==> config.mk <==
export PLATFORM = sky130hd
export DESIGN_NAME = bfce_host
export DESIGN_NICKNAME = d
export VERILOG_FILES = /design/src/bfce_pkg.sv /design/src/bfce_host.sv
export VERILOG_INCLUDE_DIRS = /design/src /design/src/src
export SDC_FILE = /design/constraint.sdc
export NUM_CORES = 1
export LEC_CHECK = 0
export BUFFER_PORTS_ARGS = -buffer_cell sky130_fd_sc_hd__buf_4
export CAP_MARGIN = 15
export CELL_PAD_IN_SITES_DETAIL_PLACEMENT = 0
export CELL_PAD_IN_SITES_GLOBAL_PLACEMENT = 1
export CORE_ASPECT_RATIO = 2
export CORE_MARGIN = 3
export CORE_UTILIZATION = 43
export DETAILED_ROUTE_END_ITERATION = 10
export PLACE_DENSITY_LB_ADDON = 0.08
export RECOVER_POWER = 100
export SLEW_MARGIN = 20
export SYNTH_ARGS = -nofsm -noshare
export SYNTH_HDL_FRONTEND = slang
export SYNTH_SLANG_ARGS = --single-unit
==> constraint.sdc <==
create_clock -name MCLK -period 4.2 [get_ports MCLK]
set_input_delay 0 -clock MCLK [delete_from_list [all_inputs] [get_ports MCLK]]
set_output_delay 0 -clock MCLK [all_outputs]
set_load 0.02 [all_outputs]
==> src/bfce_defines.svh <==
// Constants for the parallel flash command controller
`ifndef BFCE_DEFINES_SVH
`define BFCE_DEFINES_SVH

`define BFCE_UNLOCK_ADDR1 18'h05555
`define BFCE_UNLOCK_ADDR2 18'h02AAA
`define BFCE_UNLOCK_DATA1 8'hAA
`define BFCE_UNLOCK_DATA2 8'h55
`define BFCE_CMD_PROGRAM 8'hA0
`define BFCE_CMD_SETUP 8'h80
`define BFCE_CMD_ERASE 8'h10
`define BFCE_CMD_LOCKOUT 8'h40
`define BFCE_CMD_ID_ENTRY 8'h90
`define BFCE_CMD_ID_EXIT 8'hF0
`define BFCE_ANY_ADDR 18'h00000
`define BFCE_BOOT_TOP 18'h01FFF
`define BFCE_POLL_BIT 7
`define BFCE_TOGGLE_BIT 6
`define BFCE_CLK_NS 100
`define BFCE_PULSE_NS 100
`define BFCE_PULSE_CYC ((`BFCE_PULSE_NS + `BFCE_CLK_NS - 1) / `BFCE_CLK_NS)
`define BFCE_PROG_US 50
`define BFCE_PROG_CYC ((`BFCE_PROG_US * 1000) / `BFCE_CLK_NS)
`define BFCE_PWRUP_MS 5
`define BFCE_PWRUP_CYC ((`BFCE_PWRUP_MS * 1000000) / `BFCE_CLK_NS)
`define BFCE_RESET_CYC 4
`define BFCE_ERASE_MS 1000
`define BFCE_ERASE_CYC ((`BFCE_ERASE_MS * 1000000) / `BFCE_CLK_NS)

`endif

==> src/bfce_pkg.sv <==
// Types for the parallel flash command controller
package bfce_pkg;

  typedef enum logic [2:0] {
    BFCE_OP_READ,
    BFCE_OP_PROGRAM,
    BFCE_OP_ERASE,
    BFCE_OP_LOCKOUT,
    BFCE_OP_ID_ENTRY,
    BFCE_OP_ID_EXIT,
    BFCE_OP_ID_EXIT1,
    BFCE_OP_RESET
  } bfce_op_t;

  typedef struct packed {
    bfce_op_t op;
    logic [17:0] addr;
    logic [7:0] data;
  } bfce_req_t;

  typedef struct packed {
    logic ce_n;
    logic oe_n;
    logic we_n;
    logic reset_n;
    logic [17:0] addr;
  } bfce_pins_t;

endpackage

==> src/bfce_host.sv <==
// Host-side command sequencer driving a parallel NOR flash
// Contract
// - Host reissues an interrupted program or erase after reset; this host does not, it only raises TIMEOUT for the caller.
// - Six-write lockout sequence; then boot block refuses program/erase.
// - Six-write chip erase; device then erases unaided.
// - Four-write byte program; programming starts after fourth write.
// - Three writes enter identification; 0000 maker, 0001 device code.
// - Identification exits by three-write sequence or single F0 write.
`timescale 1ns/1ns
`default_nettype none
`include "bfce_defines.svh"

module bfce_host #(
  parameter int PROG_CYC = `BFCE_PROG_CYC,
  parameter int ERASE_CYC = `BFCE_ERASE_CYC,
  parameter int PWRUP_CYC = `BFCE_PWRUP_CYC,
  parameter int CNT_W = 24
) (
  input wire logic MCLK,
  input wire logic RSTN,
  input wire bfce_pkg::bfce_req_t REQ,
  input wire logic REQ_VALID,
  output logic REQ_READY,
  output logic [7:0] RD_DATA,
  output logic RD_VALID,
  output logic DONE,
  output logic TIMEOUT,
  output bfce_pkg::bfce_pins_t PINS,
  output logic HV_ID_EN,
  input wire logic [7:0] DATA_IN,
  output logic [7:0] DATA_OUT,
  output logic DATA_OE
);

  typedef enum logic [3:0] {
    ST_PWRUP, ST_IDLE, ST_SETUP, ST_STROBE, ST_GAP, ST_RD_SETUP, ST_RD_WAIT,
    ST_POLL_A, ST_POLL_B, ST_RESET
  } bfce_st_t;

  bfce_st_t st_q, st_d;
  bfce_pkg::bfce_req_t req_q, req_d;
  bfce_pkg::bfce_pins_t pins_q, pins_d;
  logic [2:0] idx_q, idx_d;
  logic [CNT_W-1:0] cnt_q, cnt_d;
  logic [CNT_W-1:0] wait_q, wait_d;
  logic [7:0] dout_q, dout_d, rd_q, rd_d, poll_q, poll_d;
  logic oe_q, oe_d, rdv_q, rdv_d, done_q, done_d, to_q, to_d, hv_q, hv_d;
  logic [2:0] n_writes;
  logic [17:0] w_addr;
  logic [7:0] w_data;

  // Number of bus writes per command
  always_comb begin
    unique case (req_q.op)
      bfce_pkg::BFCE_OP_PROGRAM: n_writes = 3'h4;
      bfce_pkg::BFCE_OP_ERASE, bfce_pkg::BFCE_OP_LOCKOUT: n_writes = 3'h6;
      bfce_pkg::BFCE_OP_ID_ENTRY, bfce_pkg::BFCE_OP_ID_EXIT: n_writes = 3'h3;
      bfce_pkg::BFCE_OP_ID_EXIT1: n_writes = 3'h1;
      default: n_writes = 3'h0;
    endcase
  end

  // Address and data of write number idx
  always_comb begin
    unique case (idx_q)
      3'h0, 3'h3: begin
        w_addr = `BFCE_UNLOCK_ADDR1;
        w_data = `BFCE_UNLOCK_DATA1;
      end
      3'h1, 3'h4: begin
        w_addr = `BFCE_UNLOCK_ADDR2;
        w_data = `BFCE_UNLOCK_DATA2;
      end
      3'h2: begin
        w_addr = `BFCE_UNLOCK_ADDR1;
        unique case (req_q.op)
          bfce_pkg::BFCE_OP_PROGRAM: w_data = `BFCE_CMD_PROGRAM;
          bfce_pkg::BFCE_OP_ID_ENTRY: w_data = `BFCE_CMD_ID_ENTRY;
          bfce_pkg::BFCE_OP_ID_EXIT: w_data = `BFCE_CMD_ID_EXIT;
          default: w_data = `BFCE_CMD_SETUP;
        endcase
      end
      default: begin
        w_addr = `BFCE_UNLOCK_ADDR1;
        w_data = (req_q.op == bfce_pkg::BFCE_OP_LOCKOUT) ?
                 `BFCE_CMD_LOCKOUT : `BFCE_CMD_ERASE;
      end
    endcase
    if (req_q.op == bfce_pkg::BFCE_OP_PROGRAM && idx_q == 3'h3) begin
      w_addr = req_q.addr;
      w_data = req_q.data;
    end
    if (req_q.op == bfce_pkg::BFCE_OP_ID_EXIT1) begin
      w_addr = `BFCE_ANY_ADDR;
      w_data = `BFCE_CMD_ID_EXIT;
    end
  end

  always_comb begin
    st_d = st_q;
    req_d = req_q;
    pins_d = pins_q;
    idx_d = idx_q;
    cnt_d = cnt_q;
    wait_d = wait_q;
    dout_d = dout_q;
    rd_d = rd_q;
    poll_d = poll_q;
    oe_d = oe_q;
    rdv_d = 1'b0;
    done_d = 1'b0;
    to_d = 1'b0;
    hv_d = hv_q;
    unique case (st_q)
      ST_PWRUP: begin
        // Writes held off until the supply delay has run
        pins_d.reset_n = 1'b1;
        if (cnt_q >= CNT_W'(PWRUP_CYC)) begin
          st_d = ST_IDLE;
        end else begin
          cnt_d = cnt_q + 1'b1;
        end
      end
      ST_IDLE: begin
        if (REQ_VALID) begin
          req_d = REQ;
          idx_d = 3'h0;
          cnt_d = '0;
          if (REQ.op == bfce_pkg::BFCE_OP_READ) begin
            pins_d.addr = REQ.addr;
            hv_d = REQ.data[0]; // Bit 0 of data asks for high-voltage ID
            st_d = ST_RD_SETUP;
          end else if (REQ.op == bfce_pkg::BFCE_OP_RESET) begin
            pins_d.reset_n = 1'b0;
            st_d = ST_RESET;
          end else begin
            st_d = ST_SETUP;
          end
        end
      end
      ST_SETUP: begin
        // Address, data and the ce_n/we_n strobe all change on one edge, output-enable held high
        pins_d.oe_n = 1'b1;
        pins_d.addr = w_addr;
        dout_d = w_data;
        oe_d = 1'b1;
        pins_d.ce_n = 1'b0;
        pins_d.we_n = 1'b0;
        cnt_d = '0;
        st_d = ST_STROBE;
      end
      ST_STROBE: begin
        // Strobe far wider than any glitch filter
        if (cnt_q + 1'b1 >= CNT_W'(`BFCE_PULSE_CYC)) begin
          pins_d.we_n = 1'b1;
          pins_d.ce_n = 1'b1;
          cnt_d = '0;
          st_d = ST_GAP;
        end else begin
          cnt_d = cnt_q + 1'b1;
        end
      end
      ST_GAP: begin
        oe_d = 1'b0;
        if (idx_q + 3'h1 < n_writes) begin
          idx_d = idx_q + 3'h1;
          st_d = ST_SETUP;
        end else if (req_q.op == bfce_pkg::BFCE_OP_PROGRAM ||
                     req_q.op == bfce_pkg::BFCE_OP_ERASE ||
                     req_q.op == bfce_pkg::BFCE_OP_LOCKOUT) begin
          // Device runs on its own; watch status bits
          wait_d = '0;
          poll_d = (req_q.op == bfce_pkg::BFCE_OP_PROGRAM) ?
                   req_q.data : 8'hFF;
          if (req_q.op != bfce_pkg::BFCE_OP_PROGRAM) begin
            pins_d.addr = req_q.addr;
          end
          st_d = ST_POLL_A;
        end else begin
          done_d = 1'b1;
          st_d = ST_IDLE;
        end
      end
      ST_RD_SETUP: begin
        pins_d.ce_n = 1'b0;
        pins_d.oe_n = 1'b0;
        st_d = ST_RD_WAIT;
      end
      ST_RD_WAIT: begin
        // Bus is driven by the device only now
        rd_d = DATA_IN;
        rdv_d = 1'b1;
        pins_d.ce_n = 1'b1;
        pins_d.oe_n = 1'b1;
        hv_d = 1'b0;
        st_d = ST_IDLE;
      end
      ST_POLL_A: begin
        pins_d.ce_n = 1'b0;
        pins_d.oe_n = 1'b0;
        wait_d = wait_q + 1'b1;
        st_d = ST_POLL_B;
      end
      ST_POLL_B: begin
        pins_d.ce_n = 1'b1;
        pins_d.oe_n = 1'b1;
        wait_d = wait_q + 1'b1;
        rd_d = DATA_IN;
        // Complemented poll bit means busy; toggle also compared
        if (DATA_IN[`BFCE_POLL_BIT] == poll_q[`BFCE_POLL_BIT] &&
            (wait_q < CNT_W'(2) ||
             DATA_IN[`BFCE_TOGGLE_BIT] == rd_q[`BFCE_TOGGLE_BIT])) begin
          done_d = 1'b1;
          st_d = ST_IDLE;
        end else if (wait_q >= CNT_W'(req_q.op == bfce_pkg::BFCE_OP_PROGRAM ?
                                      PROG_CYC : ERASE_CYC)) begin
          // Overrun: caller should reset then reissue
          to_d = 1'b1;
          st_d = ST_IDLE;
        end else begin
          st_d = ST_POLL_A;
        end
      end
      ST_RESET: begin
        if (cnt_q + 1'b1 >= CNT_W'(`BFCE_RESET_CYC)) begin
          pins_d.reset_n = 1'b1;
          done_d = 1'b1;
          st_d = ST_IDLE;
        end else begin
          cnt_d = cnt_q + 1'b1;
        end
      end
    endcase
  end

  always_ff @(posedge MCLK) begin
    if (!RSTN) begin
      st_q <= ST_PWRUP;
      req_q <= '0;
      pins_q <= '{ce_n: 1'b1, oe_n: 1'b1, we_n: 1'b1, reset_n: 1'b0,
                  addr: 18'h00000};
      idx_q <= 3'h0;
      cnt_q <= '0;
      wait_q <= '0;
      dout_q <= 8'h00;
      rd_q <= 8'h00;
      poll_q <= 8'h00;
      oe_q <= 1'b0;
      rdv_q <= 1'b0;
      done_q <= 1'b0;
      to_q <= 1'b0;
      hv_q <= 1'b0;
    end else begin
      st_q <= st_d;
      req_q <= req_d;
      pins_q <= pins_d;
      idx_q <= idx_d;
      cnt_q <= cnt_d;
      wait_q <= wait_d;
      dout_q <= dout_d;
      rd_q <= rd_d;
      poll_q <= poll_d;
      oe_q <= oe_d;
      rdv_q <= rdv_d;
      done_q <= done_d;
      to_q <= to_d;
      hv_q <= hv_d;
    end
  end

  assign REQ_READY = (st_q == ST_IDLE);
  assign RD_DATA = rd_q;
  assign RD_VALID = rdv_q;
  assign DONE = done_q;
  assign TIMEOUT = to_q;
  assign PINS = pins_q;
  assign HV_ID_EN = hv_q;
  assign DATA_OUT = dout_q;
  assign DATA_OE = oe_q;

endmodule // bfce_host
`default_nettype wire

==> flow_metrics.py, run 1 <==
metrics = {
    "sta": {
        "relSlewSlack_pct": -115,
        "maxSlewViolCount": 72,
        "hold_viol_final": 0,
        "worstMarginPinSlew_ps": 3230,
        "rsz0062_at_grt": "no",
        "post-route-period-util_pct": 89.7,
        "skew_ps": 8.09,
        "finalSetupViolCount": 0,
        "tns_ps": 0,
        "min_period_ps": 3770,
        "worst_slack_ps": 434,
        "fmaxAchievable_mhz": 266,
    },
    "final_layout": {
        "fin_area_um2": 8290,
        "ff_latch_area_um2": 2560,
        "fin_nets": 1015,
        "antenna_cells": 0,
        "fill_cells": 1522,
        "multi_input_area_um2": 3860,
        "syn_to_final_growth_pct": 23.6,
        "drive_gt1_share_pct": 9.81,
    },
    "yosys": {
        "synth_nets": 918,
        "synth-seq-area-share_pct": 38.2,
        "ys.flop_type": "dfxtp_1",
        "syn_inst": 858,
        "syn-cell-area_um2": 6710,
        "synth_top_family_by_area": "simple AND/OR/NAND/NOR gates",
        "synth_top_area_share_pct": 38.2,
        "synth_edf_count": 0,
        "synthTopCellsByCount": "128 x dfxtp_1, 125 x nand2_1, 112 x nor2_1",
        "synth_seq_cells": 128,
        "synth_xor_area_share_pct": 3.79,
        "yosysMostFrequentCell": "dfxtp_1",
        "synth_area_per_cell_um2": 7.82,
        "synthMuxAreaShare_pct": 1.96,
        "synthArstFlopShare_pct": 0,
        "synth_adder_area_share_pct": 3.73,
        "synth-simple-area-share_pct": 27.9,
        "synth_area_leader_cell": "dfxtp_1",
        "synth.distinct_cells": 68,
        "yosysWarnings": 0,
        "synth_compound_area_share_pct": 19.6,
        "ys_top_cells_by_area": "dfxtp_1 38%, nand2_1 7.0%, nor2_1 6.3%, a21oi_1 4.2%, ha_1 3.7%",
    },
    "clock_network": {
        "cts.path.max_buffers": 2,
        "clock-sinks": 128,
        "clkSlewWorstSetupHoldPaths_ps": 60,
        "cts_tree": "built",
        "clk_latency_ps": 420,
        "root_buffer": "clkbuf_16",
        "h-tree-depth": 4,
        "cts-buffers-inserted": 17,
        "cts_setup_buffers": 0,
    },
    "grt": {
        "use_met3_pct": 3.92,
        "grt_max_degree": 72,
        "grt_pass1_wl_um": 32600,
        "antenna_found_initial": 0,
        "first_global_vias": 6626,
        "use_met1_pct": 22.9,
        "grt_use_total_pct": 24.0,
        "grt_use_met2_pct": 47.2,
        "gr-max-usage-layer": "met2",
        "grt_overflow": 0,
    },
    "setup_path": {
        "reg2reg_to": "cnt_q[13]$_SDFFE_PN0P_",
        "critPathLaunchType": "flip-flop",
        "r2r_cells": 10,
        "crit_required_ps": 4570,
        "crit_arrival_ps": 4130,
        "reg2reg_setup_slack_ps": 430,
        "crit_type": "flip-flop to flip-flop",
        "crit_fanout": 12,
        "r2r_start": "cnt_q[4]$_SDFFE_PN0P_",
        "end_kind": "flip-flop",
    },
    "power_and_ir_drop": {
        "vdd_ir_drop_max_mv": 0.380,
        "totalPowerFinal_uw": 4400,
        "p_leak_uw": 0.00311,
        "powerDensity_nw_per_um2": 531,
    },
    "place": {
        "dp_slack_ps": 606,
        "hpwl_um": 14300,
        "placed_cell_area_um2": 7470,
        "placement.io_buffers": 83,
        "gp_congestion": 0.860,
    },
    "drt": {
        "drt_iter0_drc": 357,
        "via_per_inst": 5.67,
        "ant_nets": 0,
        "vias": 6606,
        "first_pass_iters": 4,
        "drc_errors": 0,
        "wl_per_cell_um": 16.9,
        "totalWireLength_um": 19700,
    },
    "die": {
        "die_width_um": 94.3,
        "dieArea_um2": 17200,
        "rows": 64,
        "io_pins": 84,
        "die_h_um": 183,
        "start_util_pct": 43.9,
        "core_area_um2": 15300,
    },
    "flow_run": {
        "maxCapViolations": 1,
    },
    "min_path": {
        "hp-start": "DATA_IN[4]",
        "hold_depth": 4,
        "min_to": "RD_DATA[4]$_SDFFE_PN0P_",
        "hold_path.class": "primary input to flip-flop",
    },
    "status": {
        "violations": "max-capacitance violations, max-slew violations",
        "status": "finished, violations left",
    },
}
-- registers in the layout, indices dropped and copies added (netlist names) --
name      cells
HV_ID_EN      1
DATA_OE       1
wait_q       24
req_q        29
RD_DATA       8
DONE          1
TIMEOUT       1
poll_q        1
st_q          4
cnt_q        24
DATA_OUT      8
PINS         22
idx_q         3
RD_VALID      1
-- through the flow --
step / util [%] / cells / hold WS [ps]
2_1_floorplan: - / 858 / 136
3_3_place_gp: 48.8 / 1095 / 238
3_5_place_dp: 48.8 / 1095 / 247
4_1_cts: 55.4 / 1166 / 363
5_1_grt: 54.2 / 1166 / 390
6_report: 54.2 / 1166 / 371
-- routing by layer --
metal	vias to the layer above	wire (um)	part of all wire (%)
li1	3241	-	-
met1	3152	7010	36
met2	156	11300	58
met3	57	567	2.9
met4	0	791	4.0
met5	-	0	0
-- worst max path at each step --
stage | startpoint | end
3_3_place_gp | cnt_q[4]$_SDFFE_PN0P_ | cnt_q[13]$_SDFFE_PN0P_
2_1_floorplan | req_q[26]$_SDFFE_PN0P_ | PINS[11]$_SDFFE_PN0P_
5_1_grt | cnt_q[4]$_SDFFE_PN0P_ | cnt_q[13]$_SDFFE_PN0P_
6_report | cnt_q[4]$_SDFFE_PN0P_ | cnt_q[13]$_SDFFE_PN0P_
3_5_place_dp | cnt_q[4]$_SDFFE_PN0P_ | cnt_q[13]$_SDFFE_PN0P_
4_1_cts | cnt_q[4]$_SDFFE_PN0P_ | cnt_q[13]$_SDFFE_PN0P_
-- repair_timing --
| item | in CTS | in global routing |
|---|---|---|
| endpoints found under the hold margin | 58 | 0 |
| resized for setup | 0 | 0 |
| hold buffers | 39 | 0 |
-- kinds of logic after synthesis --
kind of cell / count (synthesis)
flip-flops: 128
AO/OA/AOI/OAI: 198
adder cells (fa/ha/maj): 20
multiplexers: 13
buffers and inverters: 82
AND/OR/NAND/NOR: 388
XOR/XNOR: 29
-- layout by cell type, fill, tap and decap left out, types with 10 or more instances in the layout --
| cell | count |
|---|---|
| dfxtp_1 | 128 |
| nand2_1 | 124 |
| nor2_1 | 112 |
| a21oi_1 | 56 |
| clkbuf_1 | 49 |
| buf_4 | 44 |
| dlygate4sd3_1 | 39 |
| o21ai_0 | 35 |
| nand3_1 | 30 |
| inv_1 | 27 |
| nor3_1 | 25 |
| xor2_1 | 21 |
| ha_1 | 20 |
| a211oi_1 | 17 |
| clkbuf_16 | 17 |
| nand4_1 | 16 |
| o211ai_1 | 12 |
| nor4_1 | 12 |
| mux2i_1 | 12 |
| a221oi_1 | 11 |
| and3_1 | 10 |
-- where the power goes --
| part | leakage, uW | switching [uW] | internal (uW) | total [uW] |
|---|---|---|---|---|
| combinational | 0.00179 | 889 | 443 | 1330 |
| sequential | 0.00104 | 149 | 1390 | 1540 |
| clock | 0.000285 | 567 | 967 | 1530 |
-- worst max-delay path, cell delays in order (launching register included) --
cell	delay, ps
dfxtp_1	500
nand3_1	460
or4_1	690
o21ai_0	260
o211ai_1	230
nor4b_4	450
a22oi_1	120
buf_4	250
a211oi_4	350
buf_4	250
a31o_1	150
-- final cells by class --
class | count | share of cell area [%]
Multi-Input combinational cell | 648 | 46.5
Sequential cell | 128 | 30.9
Inverter | 29 | 1.31
Timing Repair Buffer | 131 | 10.9
Tap cell | 198 | 2.99
Clock inverter | 12 | 1.92
Clock buffer | 20 | 5.51
Power figures use the tool's default switching activity.
==> inputs of run 2 (changes only) <==
Settings changed: CORE_UTILIZATION 43 to 39, SLEW_MARGIN 20 to 10.
Clock period 4.2 ns to 3.4 ns, I/O delays scaled along.
==> run 2 against run 1 <==
The flow now finishes without violations; routed wire length up 2.1%; global-route usage shrank 2.3 points; combinational power is 25% higher; first-iteration DRC count fell by 26%; worst hold slack improved by 13 ps; utilization shrank 4.4 points; critical endpoint is now cnt_q[7]$_SDFFE_PN0P_; largest cell class unchanged; largest power group unchanged.
==> flow_metrics.py, run 2 (synthesis results as in run 1) <==
metrics = {
    "status": {
        "status": "finished clean",
    },
    "drt": {
        "ant_nets": 0,
        "drc_errors": 0,
        "totalWireLength_um": 20100,
        "vias": 6560,
        "via_per_inst": 5.48,
        "drt_iter0_drc": 263,
        "first_pass_iters": 4,
        "wl_per_cell_um": 16.8,
    },
    "setup_path": {
        "crit_arrival_ps": 3420,
        "crit_chain": "ha_1 -> nand3_2 -> or4_1 -> o31a_1 -> o22ai_1 -> nor4b_4 -> a22oi_1 -> buf_4 -> o21bai_1 -> a22o_1",
        "crit_fanout": 10,
        "end_kind": "flip-flop",
        "critPathLaunchType": "flip-flop",
        "cp_slowest_cell": "or4_1",
        "cpLargestDelayFamily": "compound AO/OA/AOI/OAI gates",
        "crit_required_ps": 3700,
        "crit_type": "flip-flop to flip-flop",
        "critPathBufInv": 1,
        "slowest_delay_ps": 540,
    },
    "final_layout": {
        "final_common_cell": "dfxtp_1",
        "fin_util_pct": 49.8,
        "syn_to_final_growth_pct": 25.2,
        "top_regs": "req_q x29, cnt_q x24, wait_q x24",
        "fin_nets": 1037,
        "largest_reg_flops": 29,
        "drive_gt1_share_pct": 11.1,
        "largest-register": "req_q",
        "final_cell_mix": "128 x dfxtp_1, 125 x nand2_1, 112 x nor2_1, 61 x buf_4, 56 x a21oi_1",
        "antenna_cells": 0,
    },
    "sta": {
        "rsz0062_at_grt": "no",
        "relSlewSlack_pct": 14.4,
        "post-route-period-util_pct": 91.6,
        "fmaxAchievable_mhz": 321,
        "finalSetupViolCount": 0,
        "maxSlewViolCount": 0,
        "skew_ps": 7.75,
        "hold_viol_final": 0,
        "tns_ps": 0,
        "worstMarginPinSlew_ps": 1280,
        "min_period_ps": 3110,
    },
    "clock_network": {
        "clk_latency_ps": 420,
        "h-tree-depth": 4,
        "root_buffer": "clkbuf_16",
        "clkSlewWorstSetupHoldPaths_ps": 60,
        "cts_tree": "built",
        "cts-buffers-inserted": 17,
        "cts.path.max_buffers": 2,
        "clock-sinks": 128,
        "cts_setup_buffers": 0,
    },
    "grt": {
        "grt_pass1_wl_um": 33200,
        "antenna_found_initial": 0,
        "grt_max_degree": 62,
        "first_global_vias": 6721,
        "grt_overflow": 0,
        "grt_use_total_pct": 21.8,
    },
    "die": {
        "rows": 67,
        "die_h_um": 192,
        "io_pins": 84,
        "core_area_um2": 16800,
        "die_width_um": 98.8,
        "dieArea_um2": 18900,
        "start_util_pct": 39.8,
    },
    "place": {
        "hpwl_um": 14800,
        "placement.io_buffers": 83,
        "gp_congestion": 0.873,
    },
    "power_and_ir_drop": {
        "vdd_ir_drop_max_mv": 0.392,
        "p_leak_uw": 0.00320,
        "powerDensity_nw_per_um2": 642,
    },
    "flow_run": {
        "maxCapViolations": 0,
    },
    "min_path": {
        "hold_path.class": "primary input to flip-flop",
    },
}
==> run 2: cell types whose count changed in the layout (fill, tap and decap cells not counted), sizes merged <==
cell / before / now
inv: 29 / 30
clkinv: 4 / 7
bufinv: 3 / 2
dlygate4sd3: 39 / 40
clkbuf: 68 / 71
buf: 44 / 61
clkinvlp: 5 / 3
==> run 2: worst paths after layout <==
| kind | start | end | slack, ps | cells after the start |
|---|---|---|---|---|
| setup / recovery | cnt_q[1]$_SDFFE_PN0P_ | cnt_q[7]$_SDFFE_PN0P_ | 290 | 10 |
| hold / removal | DATA_IN[5] | RD_DATA[5]$_SDFFE_PN0P_ | 380 | 4 |
| setup reg to reg | cnt_q[1]$_SDFFE_PN0P_ | cnt_q[7]$_SDFFE_PN0P_ | 290 | 10 |
| hold reg to reg | PINS[19]$_SDFFE_PN1P_ | PINS[19]$_SDFFE_PN1P_ | 440 | 2 |
==> run 2: routing by layer <==
| layer | vias to the layer above | share of wire (%) | global-route usage (%) |
|---|---|---|---|
| li1 | 3273 | - | - |
| met1 | 3139 | 37 | 21.8 |
| met2 | 112 | 58 | 43.0 |
| met3 | 36 | 2.3 | 2.92 |
| met4 | 0 | 2.8 | 9.84 |
| met5 | - | 0 | 0 |
==> run 2: area by class of cell <==
| type | instances | area (um^2) |
|---|---|---|
| Clock buffer | 19 | 453 |
| Clock inverter | 13 | 138 |
| Fill cell | 1731 | 8450 |
| Inverter | 29 | 109 |
| Multi-Input combinational cell | 648 | 3820 |
| Sequential cell | 128 | 2560 |
| Tap cell | 207 | 259 |
| Timing Repair Buffer | 153 | 1050 |
==> run 2: worst min-delay path, delay by kind of cell <==
| family | cells | cell delay (ps) |
|---|---|---|
| buf+inv | 2 | 630 |
| mux | 1 | 50 |
| simple gates | 1 | 70 |
==> run 2: repair_timing <==
item	CTS	global route
hold endpoints to repair	61	0
hold buffers	40	0
resized for setup	0	0
==> run 2: stage by stage <==
| step | setup slack (ps) | std cells | hold WS (ps) | total power, uW | cell area (um^2) |
|---|---|---|---|---|---|
| after floorplan | 421 | 858 | 136 | 3020 | 6710 |
| final | 287 | 1197 | 384 | 5390 | 8400 |
| after global placement | 439 | 1125 | 239 | 3670 | 7620 |
| after detailed placement | 365 | 1125 | 247 | 3710 | 7620 |
| after CTS | 354 | 1197 | 357 | 5590 | 8610 |
| after global routing | 97.6 | 1197 | 405 | 5690 | 8400 |
==> run 2: power by group <==
group / leakage [uW] / total, uW / internal, uW / switching (uW)
Clock: 0.000285 / 1830 / 1120 / 714
Sequential: 0.00104 / 1900 / 1710 / 188
Combinational: 0.00188 / 1660 / 563 / 1090
Total: 0.00320 / 5390 / 3390 / 2000
==> inputs of run 3 (changes only) <==
Settings changed: BUFFER_PORTS_ARGS -buffer_cell sky130_fd_sc_hd__buf_4 to default, CORE_UTILIZATION 39 to 43, CTS_BUF_LIST from default to sky130_fd_sc_hd__clkbuf_4 sky130_fd_sc_hd__clkbuf_8 sky130_fd_sc_hd__clkbuf_16, DONT_BUFFER_PORTS from default to 1.
==> run 3 against run 2 <==
Clock skew rose by 0.62 ps; die area fell by 8.9%; utilization rose by 1.8 points; sequential share of layout area rose by 1.9 points; largest cell class unchanged.
==> flow_metrics.py, run 3 (synthesis results as in run 1) <==
metrics = {
    "die": {
        "die_h_um": 183,
        "die_width_um": 94.3,
        "dieArea_um2": 17200,
        "rows": 64,
        "start_util_pct": 43.9,
        "io_pins": 84,
        "core_area_um2": 15300,
    },
    "final_layout": {
        "final_cell_mix": "128 x dfxtp_1, 125 x nand2_1, 112 x nor2_1, 56 x a21oi_1, 39 x dlygate4sd3_1",
        "final_common_cell": "dfxtp_1",
        "fin_nets": 950,
        "fill_cells": 1500,
        "top_regs": "req_q x29, cnt_q x24, wait_q x24",
        "antenna_cells": 0,
        "largest_reg_flops": 29,
        "largest-register": "req_q",
        "syn_to_final_growth_pct": 17.8,
        "drive_gt1_share_pct": 7.97,
    },
    "clock_network": {
        "cts_setup_buffers": 0,
        "h-tree-depth": 4,
        "cts.path.max_buffers": 2,
        "root_buffer": "clkbuf_16",
        "cts_tree": "built",
        "cts-buffers-inserted": 17,
        "clk_latency_ps": 420,
        "clkSlewWorstSetupHoldPaths_ps": 60,
        "clock-sinks": 128,
    },
    "drt": {
        "drt_iter0_drc": 260,
        "vias": 6239,
        "first_pass_iters": 5,
        "via_per_inst": 5.67,
        "totalWireLength_um": 19200,
        "wl_per_cell_um": 17.5,
        "drc_errors": 0,
        "ant_nets": 0,
    },
    "sta": {
        "hold_viol_final": 0,
        "worstMarginPinSlew_ps": 919,
        "relSlewSlack_pct": 38.5,
        "rsz0062_at_grt": "no",
        "post-route-period-util_pct": 93.3,
        "tns_ps": 0,
        "holdWs_ps": 88.6,
        "maxSlewViolCount": 0,
        "min_period_ps": 3170,
        "finalSetupViolCount": 0,
        "fmaxAchievable_mhz": 315,
        "skew_ps": 8.37,
    },
    "grt": {
        "grt_overflow": 0,
        "use_met3_pct": 3.84,
        "use_met1_pct": 23.2,
        "gr-max-usage-layer": "met2",
        "first_global_vias": 6182,
        "antenna_found_initial": 0,
        "grt_pass1_wl_um": 31500,
        "grt_use_met2_pct": 45.3,
        "grt_use_total_pct": 23.1,
        "grt_max_degree": 55,
    },
    "power_and_ir_drop": {
        "powerDensity_nw_per_um2": 660,
        "p_sw_uw": 1950,
        "vdd_ir_drop_max_mv": 0.423,
        "swShare_pct": 37.4,
        "p_int_uw": 3270,
        "p_leak_uw": 0.00294,
        "power.share.clock_pct": 33.9,
        "seqPwrFrac_pct": 40.1,
        "combPwrFrac_pct": 26.0,
    },
    "setup_path": {
        "critPathLaunchType": "flip-flop",
        "reg2reg_setup_slack_ps": 230,
        "r2r_start": "cnt_q[1]$_SDFFE_PN0P_",
        "crit_fanout": 10,
        "crit_arrival_ps": 3480,
        "r2r_cells": 10,
        "crit_required_ps": 3700,
        "crit_type": "flip-flop to flip-flop",
        "reg2reg_to": "cnt_q[12]$_SDFFE_PN0P_",
        "end_kind": "flip-flop",
    },
    "min_path": {
        "hp-start": "DATA_IN[7]",
        "min_to": "DONE$_SDFF_PN0_",
        "hold_path.class": "primary input to flip-flop",
        "hold_depth": 5,
    },
    "flow_run": {
        "maxCapViolations": 0,
    },
    "status": {
        "status": "finished clean",
    },
    "place": {
        "hpwl_um": 13900,
        "placement.io_buffers": 0,
        "gp_congestion": 0.893,
    },
}
run 3: cell count changes in the layout (fill, tap and decap cells not counted), sizes merged:
cell / previous run / this run
clkbuf: 71 / 28
clkinv: 7 / 6
bufinv: 2 / 1
dlygate4sd3: 40 / 39
clkinvlp: 3 / 4
buf: 61 / 19
run 3: what timing repair did:
action,CTS,global route
hold buffers,39,0
hold endpoints to repair,93,0
setup endpoints to repair,0,9
resized for setup,0,1
run 3: worst max path at each step:
stage	start	end	slack (ps)	cells after the start
2_1_floorplan	req_q[26]$_SDFFE_PN0P_	PINS[11]$_SDFFE_PN0P_	420	11
3_3_place_gp	cnt_q[1]$_SDFFE_PN0P_	cnt_q[9]$_SDFFE_PN0P_	270	10
3_5_place_dp	cnt_q[1]$_SDFFE_PN0P_	cnt_q[7]$_SDFFE_PN0P_	190	10
4_1_cts	cnt_q[1]$_SDFFE_PN0P_	cnt_q[7]$_SDFFE_PN0P_	170	10
5_1_grt	cnt_q[1]$_SDFFE_PN0P_	cnt_q[0]$_SDFFE_PN0P_	30	10
6_report	cnt_q[1]$_SDFFE_PN0P_	cnt_q[12]$_SDFFE_PN0P_	230	10
run 3: final cells by class:
class / instances / area (um^2) / area share, %
Multi-Input combinational cell: 648 / 3840 / 48.6
Sequential cell: 128 / 2560 / 32.4
Timing Repair Buffer: 66 / 568 / 7.18
Clock buffer: 20 / 467 / 5.90
Tap cell: 198 / 248 / 3.13
Clock inverter: 12 / 110 / 1.39
Inverter: 29 / 109 / 1.38
run 3: worst max-delay path, stage by stage, from the launching register on:
cell and delay, ps:
dfxtp_1 410, ha_2 290, nand3_2 210, or4_4 510
o31a_1 310, o22ai_1 300, nor4b_4 120, a22oi_1 330
buf_4 260, o21bai_1 80, a22o_1 240
run 3: through the flow:
stage	power, uW	instances	util (%)	area (um^2)	setup WS, ps
after floorplan	3020	858	-	6710	421
after global placement	3420	1030	45.5	6970	269
after detailed placement	3450	1030	45.5	6970	186
after CTS	5270	1101	51.9	7930	174
after global routing	5510	1101	51.7	7910	26.4
final	5220	1101	51.7	7910	228
run 3: metal layers:
metal  routed length [um]  up-vias
met5                    0        -
met4                  505        0
met3                  553       31
met2                11200      129
met1                 6930     2981
li1                     -     3098
run 3: power groups by stage:
stage	logic, uW	registers [uW]	clock network (uW)
after floorplan	995	2020	0
after global placement	1300	2120	0
after detailed placement	1320	2120	0
after CTS	1370	2090	1800
after global routing	1520	2130	1860
final	1360	2090	1770
